**config.mk**
```make
export PLATFORM = sky130hd
export DESIGN_NAME = rlmp_bank
export DESIGN_NICKNAME = d
export VERILOG_FILES = /design/src/rlmp_pkg.sv /design/src/rlmp_bank.sv /design/src/rlmp_sticky.sv /design/src/rlmp_merit.sv
export SDC_FILE = /design/constraint.sdc
export NUM_CORES = 1
export LEC_CHECK = 0
export ABC_AREA = 1
export BUFFER_PORTS_ARGS = -buffer_cell sky130_fd_sc_hd__buf_2
export CORE_MARGIN = 2
export CORE_UTILIZATION = 55
export DETAILED_ROUTE_END_ITERATION = 6
export PLACE_DENSITY = 0.74
export SLEW_MARGIN = 40
export SYNTH_ARGS = -nofsm -noshare
export SYNTH_HDL_FRONTEND = slang
export SYNTH_SLANG_ARGS = --single-unit
```
**constraint.sdc**
```tcl
create_clock -name clk -period 14.36 [get_ports clk]
set_clock_uncertainty 0.2 [all_clocks]
set_input_delay 2.154 -clock clk [delete_from_list [all_inputs] [get_ports clk]]
set_output_delay 2.154 -clock clk [all_outputs]
set_load 0.01 [all_outputs]
```
**src/rlmp_pkg.sv**
```systemverilog
// Constants, register layout and carrier types for the lock monitor and PPM bank.
// Assumes a single register clock of 50 MHz shared by the host port and the bank.
package rlmp_pkg;

  // Register offsets.
  localparam logic [7:0] OFS_ADAPT_OPT = 8'h55;
  localparam logic [7:0] OFS_EVENTS    = 8'h56;
  localparam logic [7:0] OFS_G0_LO     = 8'h60;
  localparam logic [7:0] OFS_G0_HI     = 8'h61;
  localparam logic [7:0] OFS_G1_LO     = 8'h62;
  localparam logic [7:0] OFS_G1_HI     = 8'h63;
  localparam logic [7:0] OFS_TOL       = 8'h64;
  localparam logic [7:0] OFS_SPARE_A   = 8'h65;
  localparam logic [7:0] OFS_SPARE_B   = 8'h66;
  localparam logic [7:0] OFS_SPARE_C   = 8'h67;
  localparam logic [7:0] OFS_SPARE_D   = 8'h68;
  localparam logic [7:0] OFS_EYE_INTV  = 8'h69;
  localparam logic [7:0] OFS_EYE_THR   = 8'h6A;
  localparam logic [7:0] OFS_MERIT_A   = 8'h6B;
  localparam logic [7:0] OFS_MERIT_B   = 8'h6C;
  localparam logic [7:0] OFS_MERIT_C   = 8'h6D;

  // Field positions.
  localparam int ADAPT_ALT_BIT    = 4;
  localparam int ADAPT_LOWDIV_BIT = 0;
  localparam logic [7:0] ADAPT_OPT_WMASK = 8'h11;
  localparam int EV_LOCK_BIT      = 3;
  localparam int EV_SIG_ACQ_BIT   = 2;
  localparam int EV_LOCK_LOSS_BIT = 1;
  localparam int EV_SIG_LOSS_BIT  = 0;
  localparam int EV_W             = 4;
  localparam int OVR_BIT          = 7;

  // Values after reset.
  localparam logic [7:0] RST_ADAPT_OPT = 8'h00;
  localparam logic [7:0] RST_COUNT     = 8'h00;
  localparam logic [7:0] RST_TOL       = 8'h00;
  localparam logic [3:0] RST_EYE_INTV  = 4'hA;
  localparam logic [7:0] RST_EYE_THR   = 8'h44;
  localparam logic [7:0] RST_MERIT_A   = 8'h40;
  localparam logic [7:0] RST_MERIT_B   = 8'h00;
  localparam logic [7:0] RST_MERIT_C   = 8'h00;

  // Figure of merit scaling.
  localparam logic [7:0] MERIT_SPAN = 8'h80;
  localparam logic [6:0] MERIT_DIV  = 7'h7F;

  // Monitoring interval at the reset setting of the timing select.
  localparam int CLK_FREQ_MHZ        = 50;
  localparam int EYE_INTERVAL_US     = 6500;
  localparam int EYE_INTERVAL_CYCLES = EYE_INTERVAL_US * CLK_FREQ_MHZ;
  localparam int TIMER_W             = 24;

  typedef struct packed {
    logic       valid;
    logic [7:0] horizontal_eye_opening;
    logic [7:0] vertical_eye_opening;
    logic [7:0] alt_heo;
    logic [7:0] alt_veo;
  } rlmp_eye_t;

  typedef struct packed {
    logic [14:0] count;
    logic [3:0]  tol;
  } rlmp_ppm_t;

  typedef struct packed {
    logic [7:0] adapt_opt;
    logic [7:0] g0_lo;
    logic [7:0] g0_hi;
    logic [7:0] g1_lo;
    logic [7:0] g1_hi;
    logic [7:0] tol;
    logic [3:0] eye_intv;
    logic [7:0] eye_thr;
    logic [7:0] merit_a;
    logic [7:0] merit_b;
    logic [7:0] merit_c;
  } rlmp_regs_t;

  typedef struct packed {
    rlmp_regs_t         regs;
    logic [7:0]         rdata;
    logic [1:0]         lock_sync;
    logic [1:0]         sig_sync;
    logic               lock_prev;
    logic               sig_prev;
    logic [TIMER_W-1:0] timer;
    logic [3:0]         intv_cnt;
    logic               meas_req;
    logic               eye_low;
    logic [7:0]         readback_h;
    logic [7:0]         readback_v;
    logic [9:0]         score;
  } rlmp_state_t;

endpackage

```
**src/rlmp_bank.sv**
```systemverilog
// Lock monitor, two PPM groups and figure of merit register bank of one retimer channel.
// Assumes the host port is on clk; lock and signal detect arrive asynchronously.
module rlmp_bank
  import rlmp_pkg::*;
#(
  parameter int          INTERVAL_CYCLES = EYE_INTERVAL_CYCLES,
  parameter logic [14:0] G0_FIXED_COUNT  = 15'h0000,
  parameter logic [3:0]  G0_FIXED_TOL    = 4'h0,
  parameter logic [14:0] G1_FIXED_COUNT  = 15'h0000,
  parameter logic [3:0]  G1_FIXED_TOL    = 4'h0
) (
  // Clock and reset
  input  wire logic       clk,
  input  wire logic       arst_n,
  // Register port
  input  wire logic [7:0] reg_addr,
  input  wire logic       reg_wr,
  input  wire logic       reg_rd,
  input  wire logic [7:0] reg_wdata,
  output logic      [7:0] reg_rdata,
  // Channel status
  input  wire logic       cdr_lock_raw,
  input  wire logic       sig_detect_raw,
  input  wire logic       adapt_done,
  input  wire logic       mon_enable,
  input  wire logic [1:0] interval_sel,
  input  rlmp_eye_t       eye,
  // Channel control
  output logic            adapt_lowdiv_en,
  output rlmp_ppm_t       ppm_g0,
  output rlmp_ppm_t       ppm_g1,
  output logic            eye_monitoring,
  output logic            eye_meas_req,
  output logic            eye_below_thr,
  output logic      [7:0] readback_h,
  output logic      [7:0] readback_v,
  output logic      [9:0] merit_score
);

  initial begin
    if (INTERVAL_CYCLES < 1 || INTERVAL_CYCLES * 4 >= (1 << TIMER_W)) begin
      $error("rlmp_bank interval does not fit the timer");
    end
  end

  logic [1:0]         rst_sync;
  logic               rst_n;
  rlmp_state_t        s;
  rlmp_state_t        next_s;
  logic [EV_W-1:0]    ev_set;
  logic [EV_W-1:0]    ev_flags;
  logic               ev_clr;
  logic               lock_s;
  logic               sig_s;
  logic               lock_rise;
  logic               lock_fall;
  logic               sig_rise;
  logic               sig_fall;
  logic [TIMER_W-1:0] interval_len;
  logic [3:0]         every_n;
  logic [9:0]         score_now;
  logic [7:0]         merit_h;
  logic [7:0]         merit_v;

  // Reset is released synchronously so that no flop leaves reset on a split edge.
  always_ff @(posedge clk or negedge arst_n) begin
    if (!arst_n) begin
      rst_sync <= 2'h0;
    end else begin
      rst_sync <= {rst_sync[0], 1'b1};
    end
  end
  assign rst_n = rst_sync[1];

  assign lock_s    = s.lock_sync[1];
  assign sig_s     = s.sig_sync[1];
  assign lock_rise = lock_s & ~s.lock_prev;
  assign lock_fall = ~lock_s & s.lock_prev;
  assign sig_rise  = sig_s & ~s.sig_prev;
  assign sig_fall  = ~sig_s & s.sig_prev;

  always_comb begin
    ev_set                   = '0;
    ev_set[EV_LOCK_BIT]      = lock_rise;
    ev_set[EV_LOCK_LOSS_BIT] = lock_fall;
    ev_set[EV_SIG_ACQ_BIT]   = sig_rise;
    ev_set[EV_SIG_LOSS_BIT]  = sig_fall;
  end

  assign ev_clr = reg_rd && (reg_addr == OFS_EVENTS);

  rlmp_sticky #(
    .W (EV_W)
  ) u_events (
    .clk   (clk),
    .rst_n (rst_n),
    .set   (ev_set),
    .clr   (ev_clr),
    .flags (ev_flags)
  );

  // The merit is scored from whichever openings the readback currently shows.
  assign merit_h = s.regs.adapt_opt[ADAPT_ALT_BIT] ? eye.alt_heo : eye.horizontal_eye_opening;
  assign merit_v = s.regs.adapt_opt[ADAPT_ALT_BIT] ? eye.alt_veo : eye.vertical_eye_opening;

  rlmp_merit u_merit (
    .horizontal_eye_opening    (merit_h),
    .vertical_eye_opening    (merit_v),
    .term_a (s.regs.merit_a),
    .term_b (s.regs.merit_b),
    .term_c (s.regs.merit_c),
    .score  (score_now)
  );

  // Only monitor once lock is declared and adaptation is done.
  assign eye_monitoring = mon_enable & lock_s & adapt_done;

  // The outside timing field stretches the base interval by one to four times.
  assign interval_len = TIMER_W'(INTERVAL_CYCLES) * TIMER_W'({interval_sel} + 3'h1);
  assign every_n      = (s.regs.eye_intv == 4'h0) ? 4'h1 : s.regs.eye_intv;

  always_comb begin
    next_s           = s;
    next_s.lock_sync = {s.lock_sync[0], cdr_lock_raw};
    next_s.sig_sync  = {s.sig_sync[0], sig_detect_raw};
    next_s.lock_prev = lock_s;
    next_s.sig_prev  = sig_s;
    next_s.meas_req  = 1'b0;

    // Interval timer and measurement divider.
    if (!eye_monitoring) begin
      next_s.timer    = '0;
      next_s.intv_cnt = 4'h0;
    end else if (s.timer >= interval_len - TIMER_W'(1)) begin
      next_s.timer = '0;
      if (s.intv_cnt + 4'h1 >= every_n) begin
        next_s.intv_cnt = 4'h0;
        next_s.meas_req = 1'b1;
      end else begin
        next_s.intv_cnt = s.intv_cnt + 4'h1;
      end
    end else begin
      next_s.timer = s.timer + TIMER_W'(1);
    end

    // Eye result capture.
    if (eye.valid) begin
      if (s.regs.adapt_opt[ADAPT_ALT_BIT]) begin
        next_s.readback_h = eye.alt_heo;
        next_s.readback_v = eye.alt_veo;
      end else begin
        next_s.readback_h = eye.horizontal_eye_opening;
        next_s.readback_v = eye.vertical_eye_opening;
      end
      next_s.score = score_now;
      if (eye_monitoring) begin
        next_s.eye_low = (eye.vertical_eye_opening[7:4] < s.regs.eye_thr[7:4])
                       | (eye.horizontal_eye_opening[7:4] < s.regs.eye_thr[3:0]);
      end
    end

    // Register writes; reserved bits and spare registers keep their reset values.
    if (reg_wr) begin
      case (reg_addr)
        OFS_ADAPT_OPT: next_s.regs.adapt_opt = reg_wdata & ADAPT_OPT_WMASK;
        OFS_G0_LO:     next_s.regs.g0_lo     = reg_wdata;
        OFS_G0_HI:     next_s.regs.g0_hi     = reg_wdata;
        OFS_G1_LO:     next_s.regs.g1_lo     = reg_wdata;
        OFS_G1_HI:     next_s.regs.g1_hi     = reg_wdata;
        OFS_TOL:       next_s.regs.tol       = reg_wdata;
        OFS_EYE_INTV:  next_s.regs.eye_intv  = reg_wdata[3:0];
        OFS_EYE_THR:   next_s.regs.eye_thr   = reg_wdata;
        OFS_MERIT_A:   next_s.regs.merit_a   = reg_wdata;
        OFS_MERIT_B:   next_s.regs.merit_b   = reg_wdata;
        OFS_MERIT_C:   next_s.regs.merit_c   = reg_wdata;
        default: begin
        end
      endcase
    end

    if (reg_rd) begin
      case (reg_addr)
        OFS_ADAPT_OPT: next_s.rdata = s.regs.adapt_opt;
        OFS_EVENTS:    next_s.rdata = {{(8-EV_W){1'b0}}, ev_flags};
        OFS_G0_LO:     next_s.rdata = s.regs.g0_lo;
        OFS_G0_HI:     next_s.rdata = s.regs.g0_hi;
        OFS_G1_LO:     next_s.rdata = s.regs.g1_lo;
        OFS_G1_HI:     next_s.rdata = s.regs.g1_hi;
        OFS_TOL:       next_s.rdata = s.regs.tol;
        OFS_EYE_INTV:  next_s.rdata = {4'h0, s.regs.eye_intv};
        OFS_EYE_THR:   next_s.rdata = s.regs.eye_thr;
        OFS_MERIT_A:   next_s.rdata = s.regs.merit_a;
        OFS_MERIT_B:   next_s.rdata = s.regs.merit_b;
        OFS_MERIT_C:   next_s.rdata = s.regs.merit_c;
        default:       next_s.rdata = 8'h00;
      endcase
    end
  end

  always_ff @(posedge clk or negedge rst_n) begin
    if (!rst_n) begin
      s                <= '0;
      s.regs.adapt_opt <= RST_ADAPT_OPT;
      s.regs.g0_lo     <= RST_COUNT;
      s.regs.g0_hi     <= RST_COUNT;
      s.regs.g1_lo     <= RST_COUNT;
      s.regs.g1_hi     <= RST_COUNT;
      s.regs.tol       <= RST_TOL;
      s.regs.eye_intv  <= RST_EYE_INTV;
      s.regs.eye_thr   <= RST_EYE_THR;
      s.regs.merit_a   <= RST_MERIT_A;
      s.regs.merit_b   <= RST_MERIT_B;
      s.regs.merit_c   <= RST_MERIT_C;
    end else begin
      s <= next_s;
    end
  end

  // Override replaces the built-in group constants with register values.
  always_comb begin
    if (s.regs.g0_hi[OVR_BIT]) begin
      ppm_g0.count = {s.regs.g0_hi[6:0], s.regs.g0_lo};
      ppm_g0.tol   = s.regs.tol[7:4];
    end else begin
      ppm_g0.count = G0_FIXED_COUNT;
      ppm_g0.tol   = G0_FIXED_TOL;
    end
    if (s.regs.g1_hi[OVR_BIT]) begin
      ppm_g1.count = {s.regs.g1_hi[6:0], s.regs.g1_lo};
      ppm_g1.tol   = s.regs.tol[3:0];
    end else begin
      ppm_g1.count = G1_FIXED_COUNT;
      ppm_g1.tol   = G1_FIXED_TOL;
    end
  end

  assign adapt_lowdiv_en = s.regs.adapt_opt[ADAPT_LOWDIV_BIT];
  assign reg_rdata       = s.rdata;
  assign eye_meas_req    = s.meas_req;
  assign eye_below_thr   = s.eye_low;
  assign readback_h      = s.readback_h;
  assign readback_v      = s.readback_v;
  assign merit_score     = s.score;
endmodule

```
**src/rlmp_sticky.sv**
```systemverilog
// Bank of sticky event flags that clear on a register read.
// Assumes set pulses and the clear strobe come from logic on the same clock.
module rlmp_sticky
  import rlmp_pkg::*;
#(
  parameter int W = 4
) (
  // Clock and reset
  input  wire logic         clk,
  input  wire logic         rst_n,
  // Events and clear
  input  wire logic [W-1:0] set,
  input  wire logic         clr,
  // Flags
  output logic      [W-1:0] flags
);

  initial begin
    if (W < 1) begin
      $error("rlmp_sticky needs at least one flag");
    end
  end

  logic [W-1:0] next_flags;

  // A set in the clearing cycle survives, so no event is lost.
  always_comb begin
    next_flags = (flags & ~{W{clr}}) | set;
  end

  always_ff @(posedge clk or negedge rst_n) begin
    if (!rst_n) begin
      flags <= '0;
    end else begin
      flags <= next_flags;
    end
  end

endmodule

```
**src/rlmp_merit.sv**
```systemverilog
// Adaptation figure of merit from the eye openings and three weighting terms.
// Purely combinational; the caller registers the result.
module rlmp_merit
  import rlmp_pkg::*;
(
  // Eye openings
  input  wire logic [7:0] horizontal_eye_opening,
  input  wire logic [7:0] vertical_eye_opening,
  // Weighting terms
  input  wire logic [7:0] term_a,
  input  wire logic [7:0] term_b,
  input  wire logic [7:0] term_c,
  // Score
  output logic      [9:0] score
);

  logic [7:0]  h_diff;
  logic [7:0]  v_diff;
  logic [7:0]  v_weight;
  logic [15:0] h_prod;
  logic [15:0] v_prod;
  logic [15:0] h_term;
  logic [15:0] v_term;

  // Negative differences and weights clamp to zero rather than wrap around.
  always_comb begin
    h_diff   = (horizontal_eye_opening > term_b) ? horizontal_eye_opening - term_b : 8'h00;
    v_diff   = (vertical_eye_opening > term_c) ? vertical_eye_opening - term_c : 8'h00;
    v_weight = (term_a < MERIT_SPAN) ? MERIT_SPAN - term_a : 8'h00;
    h_prod   = h_diff * term_a;
    v_prod   = v_diff * v_weight;
    h_term   = h_prod / {9'h000, MERIT_DIV};
    v_term   = v_prod / {9'h000, MERIT_DIV};
    score    = (h_term < v_term) ? h_term[9:0] : v_term[9:0];
  end

endmodule

```
# --- Word level (Yosys, flattened, before mapping) ---
# Cells that the tools add are included.
word_totals:
  register_bits: 154
  latchBits: 0
  mem_bits_rw: 0
  mem_bits_ro: 0
  out_inout_bits: 76
  wordCells: 103
  memories: 0
op_classes:
  n_addsub: 7
  multipliers: 3
  div: 2
  magnitude_cmp: 8
  n_eq_ne: 13
  shift: 0
  muxes: 17
  n_bitwise: 14
  reduce_logical: 14
ops:
  columns: ["operator", "count"]
  rows:
  - ["$eq 8x7->1 const B", 12]
  - ["$pmux 8 s12", 1]
  - ["$mux 8", 5]
  - ["$mux 19", 2]
  - ["$div 16x7->16 const B", 2]
  - ["$mul 8x8->16", 2]
  - ["$mux 28", 1]
  - ["$add 24x1->24 const B", 1]
  - ["$ge 24x24->1", 1]
  - ["$mux 24", 1]
  - ["$reduce_and 2->1", 12]
  - ["$sub 22x1->23 const B", 1]
  - ["$mul 16x3->19 const A", 1]
  - ["$gt 8x8->1", 2]
  - ["$lt 16x16->1", 1]
  - ["$mux 16", 1]
  - ["$sub 8x8->8", 2]
  - ["$mux 10", 1]
  - ["$lt 4x4->1", 2]
  - ["$lt 8x8->1 const B", 1]
  - ["$mux 4", 2]
  - ["$sub 8x8->8 const A", 1]
  - ["$and 1x1->1", 6]
  - ["$mux 5", 1]
  - ["other kinds (12)", 16]

# --- Depth between registers and ports, before layout ---
# Gate-level depths: netlist (run 1).
depth:
  ltp_word: 7
  mapped_depth: 97
  ltp_nobuf: 96

# --- By module ---
# A second synthesis (run 1) with hierarchy kept.
unflattened:
  cells_unflattened: 2651
  area_unflattened_um2: 17585.6
modules_own_cells:
  columns: ["mod", "n_inst", "cells_each", "area_per_inst_um2"]
  rows:
  - ["rlmp_merit", 1, 1579, 9100.0]
  - ["rlmp_bank", 1, 1055, 8336.7]
  - ["rlmp_sticky", 1, 17, 148.9]

# --- Worst setup path after synthesis (run 1) ---
# Ideal clock, no wire load.
synth_timing:
  path_kind: "in2reg"
  start: "in eye[10] (netlist name)"
  end: "reg s (netlist bit merit_score[0])"
  setup_ps: 118
  t_arrival_ps: 11984
  required_ps: 14042
  slack_ps: 2059
  cell_stages: 87
  cell_sequence: "mux2_2 ha_1 a21oi_1 inv_1 a31oi_1 nor2_1 nor2_1 o21bai_1 inv_1 nor2_1 o21ai_0 nand2_1 or2_2 nand3_1 inv_1 nand2_1 fa_1 inv_1 [51 not listed] nand2_2 nand3_2 inv_2 nand2_1 nand2_1 nand2_1 nor2_2 nand2_1 nand2_1 nand2_1 nand2_1 nand2_1 nand2_1 nand2_1 nand2_4 nand3_1 nand3_1 nand2_1"
synth_between:
  elab_chain_cells: 7
  word_cells_on_any_way: 8
synth_rtl:
  columns: ["element", "line_no", "source"]
  rows:
  - ["start: declaration", "rlmp_bank.sv:27", "input rlmp_eye_t eye,"]
  - ["$mux 8 *", "rlmp_bank.sv:103", "assign merit_h = s.regs.adapt_opt[ADAPT_ALT_BIT] ? eye.alt_heo : eye.horizontal_eye_opening;"]
  - ["$sub 8x8->8 / $gt 8x8->1 (equally long branches)", "rlmp_merit.sv:27", "h_diff = (horizontal_eye_opening > term_b) ? horizontal_eye_opening - term_b : 8'h00;"]
  - ["$mux 8 *", "rlmp_merit.sv:27", null]
  - ["$mul 8x8->16 *", "rlmp_merit.sv:30", "h_prod = h_diff * term_a;"]
  - ["$div 16x7->16 *", "rlmp_merit.sv:32", "h_term = h_prod / {9'h000, MERIT_DIV};"]
  - ["$lt 16x16->1", "rlmp_merit.sv:34", "score = (h_term < v_term) ? h_term[9:0] : v_term[9:0];"]
  - ["$mux 10 *", "rlmp_merit.sv:34", null]
  - ["end signal: assignment", "rlmp_bank.sv:215", "s <= next_s;"]
  - ["end: declaration", "rlmp_bank.sv:48", "rlmp_state_t s;"]
# Mark *: on every way between the ends. The rest lies on a longest branch, timed or not.
# A chain may end at the register's enable or synchronous reset.

# --- Worst setup path in the final report (run 1) ---
layout_timing:
  start: "in eye[10] (netlist name)"
  end: "reg s (netlist bit merit_score[2])"
layout_between:
  elab_chain_cells: 7
  word_cells_on_any_way: 8
layout_rtl:
  columns: ["element", "line_no", "source"]
  rows:
  - ["$mux 8 *", "rlmp_bank.sv:103", null]
  - ["via merit_h[2]", "rlmp_bank.sv:62", "logic [7:0] merit_h;"]
  - ["$sub 8x8->8 / $gt 8x8->1 (equally long branches)", "rlmp_merit.sv:27", null]
  - ["$mux 8 *", "rlmp_merit.sv:27", null]
  - ["$mul 8x8->16 *", "rlmp_merit.sv:30", null]
  - ["$div 16x7->16 *", "rlmp_merit.sv:32", null]
  - ["$lt 16x16->1", "rlmp_merit.sv:34", null]
  - ["$mux 10 *", "rlmp_merit.sv:34", null]
# The timed path passes the listed nets; every way through them passes the cells marked *.

==> metrics.md, run 1 <==
| Metric | Value |
|---|---|
| Synth unique cells | `65` |
| Hold-fix buffers at CTS | `0` |
| Drt pass-1 iters | `7` |
| Largest net degree at the start of global routing | `80` |
| Most frequent cells in the layout | `nand2_1, inv_1, nor2_1, nand3_1, dfrtp_1` |
| CTS sink count | `154` |
| Num CTS Buffers | `17` |
| Port bufs | `about 130` |
| Post-Route WL | `45,510 um` |
| Routability cong. | `around 0.92` |
| Fill cell count | `2,861` |
| #FFs+latches synth | `154` |
| Hold Crit Class | `reg2async` |
| Final Cycle Share | `0.9296` |
| Finished Layout Cells | `3,118` |
| # rows | `65` |
| Area Growth Syn to Fin | `9.660%` |
| Tot Pwr | `2.463 mW` |
| Worst-path clk slew | `around 0.070 ns` |
| Asr flop ratio synth | `1.000` |
| Max-Cap Viols | `0` |
| Most used cell, CP | `nand2_1` |
| Worst-Skew Late Latency | `about 0.44 ns` |
| Minimum hold slack | `0.1159 ns` |
| Total gr overflow | `0` |
| First-pass GRT wire length | `76,000 um` |
| Worst-Margin Slew | `0.7425 ns` |
| Synth warnings | `0` |
| Worst Path Required | `14.54 ns` |
| Slowest-stage cell, CP | `fa_1` |
| Cell count after synthesis | `2,601` |
| Remaining DRCs | `0` |
| VDD IR-drop max | `roughly 0.00011 V` |
| Worst Path Buf+Inv | `13` |
| Crit Path Max Fanout | `9` |
| Critical path data arrival time | `13.53 ns` |
| DR WL/cell | `14.60 um` |
| Avg Synthesized Cell Area | `6.808 um2` |
| Critical path class | `in2reg` |
| Post-synth EDFFs | `0` |
| Top delay family on crit path | `simple AND/OR/NAND/NOR gates` |
| CTS HTree Levels | `4` |
| Placed cells | `3,079` |
| Status | `completed` |
| Chip height | `183.4 um` |
| Vias in the first global route | `roughly 16,000` |
| Mapped Area | `around 0.018 mm2` |
| Slew margin rel. | `0.5012` |
| GRT Resource Usage Total | `0.2739` |
| Drt initial violations | `1,175` |
| CTS tree | `built` |
| I/O pins | `135` |
| DRT antenna net count | `0` |
| DIE AREA | `0.03365 mm2` |
| Antenna violations before repair | `0` |
| Final Util | `0.6138` |
| Vias | `around 17,000` |
| Dpl hpwl | `between 30,000 and 40,000 um` |
| Final hold vios | `0` |
| Core box area | `0.03164 mm2` |
| Worst setup EP type | `flop` |
| Final nets | `2,983` |
| Leakage power | `10.70 nW` |
| CTS Root Cell | `clkbuf_16` |
| Commonest non-fill, non-tap cell in the layout | `nand2_1` |
| Chip Width | `between 150 and 200 um` |
| Via density | `5.383` |
| Inserted Diodes | `0` |
| Max Fclk | `around 0.075 GHz` |
| Slowest stage delay, CP | `0.54 ns` |
| Clock Tree Buf Depth | `2` |
| Sequential share of the synthesized area | `0.2180` |
| Layout cells sized above 1 | `0.1524` |
| # setup viols final | `0` |
| Main synth FF type | `dfrtp_1` |
| Power per cell area | `126.9 mW/mm2` |
| Fin crit period | `13.35 ns` |
| CP Launch Type | `input port` |
| Initial core utilization | `0.5597` |
| Max-slew violation count | `0` |
==> kinds of logic after synthesis <==
group | synth area share
xor+xnor | 0.01781
flops | 0.2180
other cells | 0.0002118
compound gates | 0.1007
simple gates | 0.3426
mux | 0.009327
fa+ha+maj | 0.1875
buf+inv | 0.1239
==> path summary, 6_finish.rpt <==
check / start / to / slack [ns] / cells after the start
setup / recovery: eye[10] / merit_score[2] / 1.01 / 92
hold / removal: rst_sync[1] / s[50] / 0.12 / 0
setup reg to reg: s[150] / merit_score[2] / 1.94 / 91
hold reg to reg: rst_sync[1] / s[50] / 0.12 / 0
max in group asynchronous: arst_n / rst_sync[1] / 12.55 / 1
min in group clk: next_s[61] / lock_s / 0.16 / 0
==> final cells by class <==
type | instances | area [um2] | area share
multi-input cells | 1904 | 11880 | 0.6118
well taps | 402 | 503.0 | 0.02590
flip-flops and latches | 154 | 3865 | 0.1990
inverters | 483 | 1813 | 0.09337
repair buffers | 143 | 754.5 | 0.03886
clock inverters | 15 | 177.7 | 0.009150
clock buffers | 17 | 425.4 | 0.02191
==> routing by layer <==
layer  up-vias  wire length, um  track usage
met4         0             1042      0.07232
met3        85             2675      0.03586
met5         -                0            0
met1      7776            20590       0.3738
met2       515            21210       0.4595
li1       8407                -            -
==> cell usage after synthesis, drive strengths merged (2+ instances only) <==
library cell	instances	share of area
a31oi	7	0.0025
nor2	297	0.072
fa	74	0.084
mux2	12	0.0076
a211oi	2	0.00085
a32o	2	0.0011
o22ai	10	0.0035
a22o	3	0.0015
nand4	48	0.019
nand2	749	0.18
o211ai	13	0.0058
nand3	188	0.061
a21o	4	0.0017
and2	5	0.0018
ha	147	0.10
nor3	28	0.0079
clkbuf	25	0.0053
nor4	4	0.0018
a21oi	58	0.017
o2bb2ai	4	0.0020
or2	8	0.0028
inv	478	0.10
xnor2	9	0.0045
o31ai	4	0.0017
buf	39	0.016
nor3b	2	0.00085
dfstp	5	0.0074
dfrtp	149	0.21
a21boi	5	0.0025
mux2i	3	0.0017
xor2	27	0.013
a221oi	15	0.0074
o21ai	153	0.044
clkinv	5	0.0011
o21bai	10	0.0051
==> power by group <==
part	switching (mW)	leakage, nW	internal [mW]
Clock	0.227	0.294	0.236
Sequential	0.0259	2.04	0.461
Combinational	1.03	8.37	0.482
==> repair_timing <==
action                     CTS  global route
setup endpoints to repair    0             9
resized for setup            0            48
setup buffers                0             6
==> registers in the layout (all words and copies together), names as in the netlist, 2 cells and up <==
name,flops
merit_score,10
s,107
reg_rdata,8
next_s,3
readback_h,8
u_events.flags,4
rst_sync,2
readback_v,8
==> through the flow <==
stage	setup WS, ns	area (um2)	TNS [ns]
floorplan	2.059	17720	0
global placement	0.5027	18530	0
detailed placement	0.4264	18570	0
CTS	0.8638	19170	0
global route	-0.02048	19420	-0.02764
finish	1.011	19420	0
No activity file was read; power rests on OpenSTA's default activity.
==> inputs of run 2 (changes only) <==
--- a/config.mk
+++ b/config.mk
@@ -5,7 +5,7 @@
 export SDC_FILE = /design/constraint.sdc
 export NUM_CORES = 1
 export LEC_CHECK = 0
-export ABC_AREA = 1
+export ABC_AREA = 0
 export BUFFER_PORTS_ARGS = -buffer_cell sky130_fd_sc_hd__buf_2
 export CORE_MARGIN = 2
 export CORE_UTILIZATION = 55
==> run 2 against run 1 <==
Against the previous run: the flow now finishes with violations (design-rule violations); highest routed layer unchanged; critical path depth fell by 42; core utilization rose by 5.2 points; fmax decreased by 4.2%; total power up 10%; critical path type unchanged; sequential share of layout area decreased by 2.5 points; first-iteration DRC count is 20% higher.
==> metrics.md, run 2 <==
| Metric | Value |
|---|---|
| Post-placement worst setup slack | `-0.1490 ns (-0.5754 ns)` |
| Worst-Margin Slew | `0.7833 ns (+0.04077 ns)` |
| Worst-path clk slew | `0.09 ns (+0.02 ns)` |
| Status | `finished, violations left` |
| Slowest-stage cell, CP | `fa_1` |
| Most frequent cells after synthesis | `nor2_1, inv_1, dfrtp_1, ha_1, nand2_1` |
| Via density | `6.012 (+12%)` |
| Remaining DRCs | `1 (+1)` |
| Slew margin rel. | `0.4730 (-0.02819)` |
| CTS tree | `built` |
| Post-synth EDFFs | `0 (unchanged)` |
| # rows | `67 (+3.1%)` |
| Chip height | `187.4 um (+2.2%)` |
| Routability cong. | `0.9277 (+1.3%)` |
| Final Util | `0.6653 (+0.05150)` |
| Leakage power | `10.72 nW (+0.22%)` |
| Synth warnings | `0 (unchanged)` |
| Critical path class | `in2reg` |
| PnR worst setup slack | `0.4299 ns (-0.5810 ns)` |
| Drt pass-1 iters | `7 (unchanged)` |
| Main synth FF type | `dfrtp_1` |
| Final nets | `2,743 (-8.0%)` |
| Final Cycle Share | `0.9701 (+0.04046)` |
| Fill cell count | `2,814 (-1.6%)` |
| Post-synthesis compound-gate area fraction | `0.1940 (+0.09334)` |
| Cell count after synthesis | `2,138 (-18%)` |
| Comb pwr share | `0.654 (+0.040)` |
| Max-Cap Viols | `0 (unchanged)` |
| DRT antenna net count | `0 (unchanged)` |
| Vias in the first global route | `17,408 (+8.6%)` |
| Most used cell, CP | `fa_1` |
| Dpl hpwl | `42,010 um (+17%)` |
| Post-Synth Simple-Gate Area | `0.2179 (-0.1247)` |
| Layout cells sized above 1 | `0.2904 (+0.1380)` |
| Num CTS Buffers | `17 (unchanged)` |
| Switching power | `1.219 mW (-5.1%)` |
| Power per cell area | `122.5 mW/mm2 (-3.4%)` |
| Reg-to-reg slack, setup | `1.40 ns (-0.54 ns)` |
| Antenna violations before repair | `0 (unchanged)` |
| Post-place instance area | `0.02129 mm2 (+15%)` |
| Top cells by area, synth | `dfrtp_1, ha_1, fa_1` |
| Hold Crit Class | `reg2async` |
| Core box area | `0.03336 mm2 (+5.5%)` |
| Asr flop ratio synth | `1.000 (unchanged)` |
| Hold-fix buffers at CTS | `0 (unchanged)` |
| Max-slew violation count | `0 (unchanged)` |
| Adder-cell area share of the yosys netlist | `0.1794 (-0.008102)` |
| Fin crit period | `13.93 ns (+0.5810 ns)` |
| Largest net degree at the start of global routing | `76 (-5.0%)` |
| Crit Reg-Reg Startpoint | `s[150]` |
| Critical path data arrival time | `14.06 ns (+0.53 ns)` |
| Worst-Skew Late Latency | `0.46 ns (+0.02 ns)` |
| GRT Resource Usage Total | `0.3044 (+0.03048)` |
| Proportion of synthesized area in mux cells | `0.08201 (+0.07268)` |
| #FFs+latches synth | `154 (unchanged)` |
| Port bufs | `134 (unchanged)` |
| Chip Width | `187.4 um (+2.2%)` |
| Synth unique cells | `128 (+97%)` |
| DIE AREA | `0.03513 mm2 (+4.4%)` |
| Post-Route WL | `53,620 um (+18%)` |
| Crit Path Max Fanout | `7 (-2)` |
| Worst Path Required | `14.49 ns (-0.05 ns)` |
| Most common cell in the netlist | `nor2_1` |
| XOR/XNOR Fraction of Synth Area | `0.04875 (+0.03094)` |
| Clock Tree Buf Depth | `2 (unchanged)` |
| Failing checks | `design-rule violations` |
| Area Growth Syn to Fin | `19.94%` |
| Inserted Diodes | `0 (unchanged)` |
| CTS HTree Levels | `4 (unchanged)` |
| Most frequent cells in the layout | `buf_4, nor2_1, inv_1, dfrtp_1, ha_1` |
| Tot Pwr | `2.720 mW (+10%)` |
| Placed cells | `2,886 (-6.3%)` |
| I/O pins | `135 (unchanged)` |
| Switch share | `0.4481 (-0.07333)` |
| Largest Register | `s` |
| CP Launch Type | `input port` |
| # setup viols final | `0 (unchanged)` |
| Reg-to-reg endpoint | `merit_score[4]` |
| Max Fclk | `0.07179 GHz (-4.2%)` |
| Largest register FFs | `107 (unchanged)` |
| Worst R2R Path Depth | `49 (-46%)` |
| Sequential share of the synthesized area | `0.2086 (-0.009418)` |
| Largest family of logic cells by synthesized area | `simple AND/OR/NAND/NOR gates` |
| DR WL/cell | `18.34 um (+26%)` |
| Total gr overflow | `0 (unchanged)` |
| Final hold vios | `0 (unchanged)` |
| Commonest non-fill, non-tap cell in the layout | `buf_4` |
| Initial core utilization | `0.5547 (-0.005023)` |
| Vias | `17,578 (+4.7%)` |
| Share of power burned in registers | `0.180 (-0.018)` |
| Area leader, netlist | `dfrtp_1` |
| Drt initial violations | `1,412 (+20%)` |
| Top-area cell type share of the netlist area | `0.2015 (-0.009097)` |
| Worst setup EP type | `flop` |
| Slowest stage delay, CP | `0.55 ns (about the same)` |
| VDD IR-drop max | `0.0001211 V (+13%)` |
| First-pass GRT wire length | `87,700 um (+15%)` |
| Post-Layout Inst Area | `0.02220 mm2 (+14%)` |
| Storage element area | `0.003865 mm2 (unchanged)` |
| Multi-input gate area | `0.01368 mm2 (+15%)` |
| CTS sink count | `154 (unchanged)` |
| Clk pwr share | `0.166 (-0.022)` |
| Mapped Area | `0.01851 mm2 (+4.5%)` |
| Internal | `1.501 mW (+27%)` |
| CTS Root Cell | `clkbuf_16` |
| Avg Synthesized Cell Area | `8.656 um2 (+27%)` |
| Finished Layout Cells | `2,924 (-6.2%)` |
## run 2: logic make-up (layout without fill, tap and decap cells)
kind of cell,after synthesis,after routing
fa+ha+maj,221,221
other cells,1,4
xor+xnor,98,98
flops,154,154
buf+inv,294,629
mux,131,131
compound gates,466,466
simple gates,773,773
## run 2: worst max-delay path by stage
stage                     startpoint              to  slack [ns]  cells after the start
after floorplan               eye[0]  merit_score[5]        0.38                     52
after global placement        eye[0]  merit_score[4]        0.09                     55
after detailed placement      eye[0]  merit_score[4]       -0.15                     58
after CTS                     eye[0]  merit_score[5]        0.27                     58
after global routing          eye[0]  merit_score[4]       -0.02                     52
final                         eye[0]  merit_score[4]        0.43                     50
## run 2: routing by layer
layer / global-route usage / share of wire
met1: 0.4030 / 0.44
met4: 0.1054 / 0.033
met5: 0 / 0
met3: 0.04090 / 0.059
met2: 0.5130 / 0.47
## run 2: cell type report
| type | instances | share of cell area |
|---|---|---|
| clock buffer | 18 | 0.01933 |
| sequential | 154 | 0.1741 |
| clock inverter | 14 | 0.006088 |
| inverter | 174 | 0.02942 |
| timing repair buffer | 423 | 0.1293 |
| tap | 448 | 0.02525 |
| multi-input combinational | 1693 | 0.6165 |
## run 2: critical path: cells and delay by family
family,cells,cell delay (ns)
multiplexers,2,0.42
buffers and inverters,6,0.79
AO/OA/AOI/OAI,18,4.01
AND/OR/NAND/NOR,16,3.53
adder cells (fa/ha/maj),8,3.12
## run 2: power by group through the flow
stage | logic [mW] | registers (mW) | clock network, mW
2_1_floorplan | 1.03 | 0.487 | 0
3_3_place_gp | 1.66 | 0.498 | 0
3_5_place_dp | 1.70 | 0.497 | 0
4_1_cts | 1.71 | 0.489 | 0.454
5_1_grt | 1.94 | 0.493 | 0.469
6_report | 1.78 | 0.490 | 0.451
## run 2: per-stage QoR
stage | setup TNS, ns | hold slack [ns]
floorplan | 0 | 0.1312
global placement | 0 | 0.1320
detailed placement | -0.8768 | 0.1259
CTS | 0 | 0.1239
global route | -0.04089 | 0.1635
finish | 0 | 0.1092
## run 2: timing repair
item	in CTS	in global routing
buffers inserted	0	6
gates resized for setup	0	59
setup endpoints to repair	0	9
